$ cat src/common/pmic_discharge_defines.vh
// Purpose: Constants for the discharge and soft-reset control block
// Assumes: 8-bit registers reached through a byte-wide register port
// Notes:   Offsets, field positions, reset values and codes
`ifndef PMIC_DISCHARGE_DEFINES_VH
`define PMIC_DISCHARGE_DEFINES_VH

// ----------------------------------------
// Register offsets
// ----------------------------------------
`define ADDR_DISCHARGE_CFG      8'h0f
`define ADDR_SOFT_RESET_POLICY  8'h10

// ----------------------------------------
// Reset values
// ----------------------------------------
`define RST_DISCHARGE_CFG       8'h3f
`define RST_SOFT_RESET_POLICY   8'h00
`define RST_FAULT_KEEP_RUNNING  1'b0

// ----------------------------------------
// Field positions
// ----------------------------------------
`define BIT_STEP_DOWN_LOAD      7
`define BIT_STEP_UP_LOAD        6
`define BIT_STEP_UP_PULLDOWN    1
`define BIT_STEP_DOWN_PULLDOWN  0
`define LSB_LINREG_PULLDOWN     2
`define MSB_LINREG_PULLDOWN     5
`define LSB_SOFT_RESET          3
`define MSB_SOFT_RESET          6
`define BIT_FAULT_KEEP_RUNNING  0

// ----------------------------------------
// Codes
// ----------------------------------------
`define SOFT_RESET_CODE         4'hb
`define SEQ_CMD_SHUTDOWN        2'h2

`endif

$ cat src/hdl/pmic_discharge_reset_control.v
// Purpose: Discharge, internal-load, soft-reset and fault policy control
// Assumes: Serial front end delivers one-cycle byte writes and reads
// Notes:   All outputs registered; converter enables come from elsewhere
`timescale 1ns/10ps
`include "pmic_discharge_defines.vh"

module pmic_discharge_reset_control
(
    input  wire       clk_in,
    input  wire       rst_n_in,
    input  wire       wr_en_in,
    input  wire       rd_en_in,
    input  wire [7:0] addr_in,
    input  wire [7:0] wdata_in,
    input  wire       hw_enable_pin_in,
    input  wire       step_up_enable_pin_in,
    input  wire       step_down_on_bit_in,
    input  wire       step_up_on_bit_in,
    input  wire [3:0] linreg_on_in,
    input  wire [1:0] sequencer_command_in,
    input  wire       sequencer_command_wr_in,
    input  wire       power_up_done_in,
    input  wire [5:0] ovp_in,
    input  wire [5:0] uvp_in,
    input  wire [5:0] ocp_in,
    input  wire [1:0] hard_short_in,
    input  wire       pfm_step_down_in,
    input  wire       pfm_step_up_in,
    output reg  [7:0] rdata_out,
    output reg        rvalid_out,
    output reg  [5:0] pulldown_out,
    output reg        step_down_load_out,
    output reg        step_up_load_out,
    output reg  [5:0] fault_off_out,
    output reg        soft_reset_pulse_out
);

    // Output order everywhere: [0] buck, [1] boost, [5:2] linear regs 1..4
    reg  [7:0] discharge_cfg;
    reg        fault_keep_running;
    reg        seq_shutdown;
    reg        soft_reset_req;
    reg  [5:0] next_pulldown;
    reg  [5:0] next_fault_off;
    reg  [5:0] drive_on;
    reg  [5:0] latched_off;
    wire [5:0] fault_any;
    wire       sr_write;
    integer    i;
    integer    j;

    // ----------------------------------------
    // Helper functions
    // ----------------------------------------
    // Write strobe aimed at one register offset
    function reg_write_hit;
        input       strobe;
        input [7:0] addr;
        input [7:0] offset;
        begin
            reg_write_hit = strobe && (addr == offset);
        end
    endfunction

    // Buck and linear regulators share the enable pin and the sequencer
    function common_rail_on;
        input pin;
        input own_bit;
        input shutdown;
        begin
            common_rail_on = pin && own_bit && !shutdown;
        end
    endfunction

    // Any of the three fault kinds counts alike for shutdown
    assign fault_any = ovp_in | uvp_in | ocp_in;
    assign sr_write  = reg_write_hit(wr_en_in, addr_in,
                                     `ADDR_SOFT_RESET_POLICY);

    // ----------------------------------------
    // Register writes and soft reset
    // ----------------------------------------
    // The soft-reset field is never stored: a matching code raises a one
    // cycle request, so the field reads back zero once the reset has run.
    // A write that lands while the request is live is lost to the reset.
    always @(posedge clk_in)
    begin
        if (!rst_n_in || soft_reset_req)
        begin
            discharge_cfg      <= `RST_DISCHARGE_CFG;
            fault_keep_running <= `RST_FAULT_KEEP_RUNNING;
            soft_reset_req     <= 1'b0;
        end
        else
        begin
            // Writes to any other offset are dropped
            if (reg_write_hit(wr_en_in, addr_in, `ADDR_DISCHARGE_CFG))
                discharge_cfg <= wdata_in;
            if (sr_write)
            begin
                // A reset code wins over the policy bit in the same write
                if (wdata_in[`MSB_SOFT_RESET:`LSB_SOFT_RESET]
                    == `SOFT_RESET_CODE)
                    soft_reset_req <= 1'b1;
                else
                    fault_keep_running <=
                        wdata_in[`BIT_FAULT_KEEP_RUNNING];
            end
        end
    end

    // ----------------------------------------
    // Read port
    // ----------------------------------------
    // Reads have no side effects; unmapped offsets return zero
    always @(posedge clk_in)
    begin
        if (!rst_n_in)
        begin
            rdata_out  <= 8'h00;
            rvalid_out <= 1'b0;
        end
        else
        begin
            rvalid_out <= rd_en_in;
            if (rd_en_in)
            begin
                case (addr_in)
                    `ADDR_DISCHARGE_CFG:
                        rdata_out <= discharge_cfg;
                    `ADDR_SOFT_RESET_POLICY:
                        rdata_out <= {7'h00, fault_keep_running};
                    default:
                        rdata_out <= 8'h00;
                endcase
            end
        end
    end

    // ----------------------------------------
    // Sequenced shutdown and fault latching
    // ----------------------------------------
    // Shutdown state holds until a power-up sequence completes.
    // Fault shutdowns latch until the converter is disabled with its fault gone,
    // else an output would chatter as the fault clears under its own discharge.
    always @(posedge clk_in)
    begin
        if (!rst_n_in || soft_reset_req)
        begin
            seq_shutdown <= 1'b0;
            latched_off  <= 6'h00;
        end
        else
        begin
            if (sequencer_command_wr_in &&
                sequencer_command_in == `SEQ_CMD_SHUTDOWN)
                seq_shutdown <= 1'b1;
            else if (power_up_done_in)
                seq_shutdown <= 1'b0;
            for (i = 0; i < 6; i = i + 1)
            begin
                // A new fault wins over the release in the same cycle
                if (next_fault_off[i])
                    latched_off[i] <= 1'b1;
                else if (!drive_on[i] && !fault_any[i])
                    latched_off[i] <= 1'b0;
            end
        end
    end

    // ----------------------------------------
    // Enable and discharge decisions
    // ----------------------------------------
    always @*
    begin
        drive_on[0] = common_rail_on(hw_enable_pin_in, step_down_on_bit_in,
                                     seq_shutdown);
        // Boost ignores the sequencer and the common enable pin
        drive_on[1] = step_up_enable_pin_in && step_up_on_bit_in;
        for (j = 0; j < 4; j = j + 1)
            drive_on[j+2] = common_rail_on(hw_enable_pin_in, linreg_on_in[j],
                                           seq_shutdown);
        next_fault_off = fault_any & {6{~fault_keep_running}};
        // Hard shorts on the switchers override the keep-running policy
        next_fault_off[1:0] = next_fault_off[1:0] | hard_short_in;
        for (j = 0; j < 6; j = j + 1)
        begin
            // Over-voltage discharges when the pull-down bit is set; with that bit set the output is also discharged
            // whenever not driven, and released once driven with no over-voltage or latched fault
            next_pulldown[j] = discharge_cfg[j] &&
                (!drive_on[j] || ovp_in[j] || latched_off[j]);
        end
        next_pulldown = next_pulldown & discharge_cfg[5:0];
    end

    // ----------------------------------------
    // Registered outputs
    // ----------------------------------------
    // Every output leaves a flop so the power stages never see a glitch
    always @(posedge clk_in)
    begin
        if (!rst_n_in)
        begin
            pulldown_out         <= 6'h00;
            step_down_load_out   <= 1'b0;
            step_up_load_out     <= 1'b0;
            fault_off_out        <= 6'h00;
            soft_reset_pulse_out <= 1'b0;
        end
        else
        begin
            pulldown_out       <= next_pulldown;
            step_down_load_out <= discharge_cfg[`BIT_STEP_DOWN_LOAD]
                                  && pfm_step_down_in;
            step_up_load_out   <= discharge_cfg[`BIT_STEP_UP_LOAD]
                                  && pfm_step_up_in;
            fault_off_out        <= next_fault_off | latched_off;
            soft_reset_pulse_out <= soft_reset_req;
        end
    end

endmodule // pmic_discharge_reset_control

$ cat config.mk
export PLATFORM = sky130hd
export DESIGN_NAME = pmic_discharge_reset_control
export DESIGN_NICKNAME = d
export VERILOG_FILES = /design/src/hdl/pmic_discharge_reset_control.v
export VERILOG_INCLUDE_DIRS = /design/src /design/src/common
export SDC_FILE = /design/constraint.sdc
export NUM_CORES = 1
export LEC_CHECK = 0
export BUFFER_PORTS_ARGS = -buffer_cell sky130_fd_sc_hd__buf_4
export CAP_MARGIN = 10
export CORE_ASPECT_RATIO = 0.8
export CORE_UTILIZATION = 49
export CTS_BUF_LIST = sky130_fd_sc_hd__clkbuf_8 sky130_fd_sc_hd__clkbuf_16
export CTS_CLUSTER_DIAMETER = 30
export DETAILED_ROUTE_END_ITERATION = 8
export PLACE_DENSITY = 0.83
export SLEW_MARGIN = 25
export SYNTH_ARGS = -nofsm -noshare
export SYNTH_HDL_FRONTEND = slang
export SYNTH_SLANG_ARGS = --single-unit
$ cat constraint.sdc
create_clock -name clk_in -period 4.3 [get_ports clk_in]
set_input_delay 0.645 -clock clk_in [delete_from_list [all_inputs] [get_ports clk_in]]
set_output_delay 0.645 -clock clk_in [all_outputs]
set_load 0.005 [all_outputs]
==> results.md <==
- Vias in the first global route: around 1,500
- WL/cell: 14.31 um
- Final hold vios: 0
- Cells after Synth: 179
- Initial DRC Count: 37
- Sw Ratio: 0.2363
- Pre-CTS WS: 2.228 ns
- Peak supply drop: between 0.2 and 0.25 mV
- Layout cells sized above 1: 0.3516
- Min Tclk post-route: 1.773 ns
- Syn-to-layout area delta: 40.00%
- Vias: 1,619
- Fin Setup TNS: 0 ns
- Sequential share of the synthesized area: 0.4806
- Final WS setup: 2.527 ns
- Drt drc: 0
- CTS-repair resized insts: 0
- Post-synthesis net count: 233
- Multi-input gate area: 819.5 um^2
- Data required, critical path: 4.53 ns
- Hold_buf cts: 0
- Clock share of power: 0.346
- Critical Path AT: 2.00 ns
- Detail Route Antenna Nets: 0
- Post-route cell area: 0.002391 mm^2
- Buffer depth of the longest clock path: 2
- Row cnt: 18
- Slew HR: 0.4769
- Part of the power in combinational logic: 0.129
- DIE WIDTH: 68.01 um
- Seq. cell area: slightly above 800 um^2
- Diodes inserted: 0
- Core ar.: 0.003198 mm^2
- Count of state elements after synthesis: 41
- Total Routing Usage GR: 0.2498
- Sequential share of power: 0.525
- Crit. End Element: flip-flop
- GPL Wtd Cong: between 0.8 and 0.9
- Starting Density: 0.5340
- P_int: 0.5783 mW
- Hold Crit Class: reg2reg
- Initial antenna violation count: 0
- Slew @ Worst Pin: ~0.8 ns
- Total Wirelength: 4.235 mm
- Pwr dens: roughly 320 mW/mm^2
- Clk sink count: slightly above 40
- Root Driver: clkbuf_8
- Crit start category: input port
- Global-route wire length before repair: ~6.6 mm
- First-pass DRT Iterations: 4
- Die Span Y: about 55 um
- Dpl cell area: 0.002295 mm^2
- Hold_ws: 0.4652 ns
- H-Tree Depth: 2
- Switching power total: 0.1789 mW
- Fin nets: 309
- Number of port buffers: 77
- Ys Warns: 0
- Final Cycle Share: 0.4123
- WS Path Type: in2reg
- Post-CTS Setup Bufs: 0
- Final Max Slew Viols: 0
- Post-Syn Area: around 0.0017 mm^2
- RSZ-0062 raised after global routing: no
- FILL cells: 252
- Max-cap viol count: 0
- Mean Syn Cell Area: 9.541 um^2
- Largest net degree at the start of global routing: 27
- Dpl hpwl: between 3 and 4 mm
- Die area: ~0.0037 mm^2
- LEAKAGE: 1.033 nW
- TritonCTS buffer count: 5
- Max FO, Critical Path: 9
- Vias per inst: 5.470
- Status: finished clean
- Ports: slightly below 80
- CTS tree: yes
- Clock transition at path regs: 0.07 ns
- Latest clock arrival within the worst-skew pair: about 0.3 ns
- GRT overflow: 0
- Synth cell types: 35
- F_max: around 560 MHz
- Skew final: between 0.006 and 0.007 ns
- Setup violators final: 0
## cell usage after synthesis, drive strengths merged
cell type	n	area, um^2
o21ai	9	45.04
nand2	9	33.78
or3	3	20.02
a31oi	6	37.54
inv	7	26.28
nand4b	1	8.760
and3	2	12.51
mux2i	1	10.01
and2	3	18.77
nand3	1	5.000
nand2b	9	56.30
nor4b	2	30.03
clkbuf	5	18.77
nor2	5	18.77
and4b	3	30.03
o41a	1	11.26
nand4	9	56.30
a211oi	1	7.510
nor4	8	65.06
a21oi	17	85.08
and3b	5	43.79
o311a	1	10.01
nor2b	2	12.51
a21boi	12	90.09
or4b	2	23.77
o31ai	6	45.04
dfxtp	41	820.8
buf	3	22.52
o41ai	4	35.03
nand3b	1	7.510
## area by class of cell
type	count	share of cell area
multi-input combinational	123	0.3428
clock buffer	6	0.03454
tap	40	0.02093
clock inverter	2	0.005756
timing repair buffer	77	0.2418
inverter	7	0.01099
sequential	41	0.3433
## power groups by stage
| stage | registers (mW) | clock network (mW) | logic, mW |
|---|---|---|---|
| floorplan | 0.406 | 0 | 0.0342 |
| global placement | 0.406 | 0 | 0.0953 |
| detailed placement | 0.407 | 0 | 0.0972 |
| CTS | 0.398 | 0.270 | 0.0977 |
| global route | 0.399 | 0.287 | 0.107 |
| finish | 0.397 | 0.262 | 0.0978 |
## per-layer routing
| metal | track usage | vias to the layer above | share of wire |
|---|---|---|---|
| li1 | - | 822 | - |
| met4 | 0.08333 | 0 | 0.0043 |
| met3 | 0.09167 | 4 | 0.082 |
| met5 | 0 | - | 0 |
| met1 | 0.3104 | 725 | 0.45 |
| met2 | 0.4003 | 68 | 0.46 |
## metrics by stage
stage                       util  total power [mW]  instances
after floorplan                -            0.4405        179
after global placement    0.7175            0.5012        288
after detailed placement  0.7175            0.5037        288
after CTS                 0.7477            0.7648        296
after global routing      0.7477            0.7937        296
final                     0.7477            0.7572        296
## cell usage in the layout, fill, tap and decap left out
cell	count
a211oi_1	1
o41a_1	1
nand4b_1	1
buf_4	77
nand2_1	9
nand4_1	9
o31ai_1	6
or4b_1	1
clkinv_2	1
and2_1	3
or3_2	1
clkbuf_8	6
dfxtp_1	41
a21oi_1	17
and4b_1	3
or3_1	2
clkinv_4	1
nor4_4	1
o41ai_1	4
o311a_1	1
inv_1	7
nor2b_1	2
nor4b_2	2
mux2i_1	1
nor2_1	5
nand3_1	1
nor4_1	7
and3b_1	5
and3_1	2
nand3b_1	1
a31oi_1	6
o21ai_0	9
a21boi_0	12
or4b_4	1
nand2b_1	9
## logic make-up after synthesis
logic type | share of synthesized area
mux | 0.005861
flops | 0.4806
simple gates | 0.2593
buf+inv | 0.03956
compound gates | 0.2147
## sequential cells by signal (all words and copies together) (netlist names)
register                 cells
common_rail_on.shutdown      1
discharge_cfg                8
fault_keep_running           1
fault_off_out                6
latched_off                  6
pulldown_out                 6
rdata_out                    8
rvalid_out                   1
soft_reset_pulse_out         1
soft_reset_req               1
step_down_load_out           1
step_up_load_out             1
## path summary, 6_finish.rpt
check                                          end  slack (ns)  cells past startpoint               start
worst max-delay path            fault_keep_running        2.53                      4          addr_in[5]
worst min register to register  fault_keep_running        0.47                      2  fault_keep_running
worst max register to register        rdata_out[0]        3.16                      3  fault_keep_running
worst min-delay path            fault_keep_running        0.47                      2  fault_keep_running
## worst max-delay path, cell delays in order
cell and delay [ns]:
buf_4 0.13, or4b_1 0.71, nor4_4 0.32, mux2i_1 0.20
(Power assumes the default switching activity.)
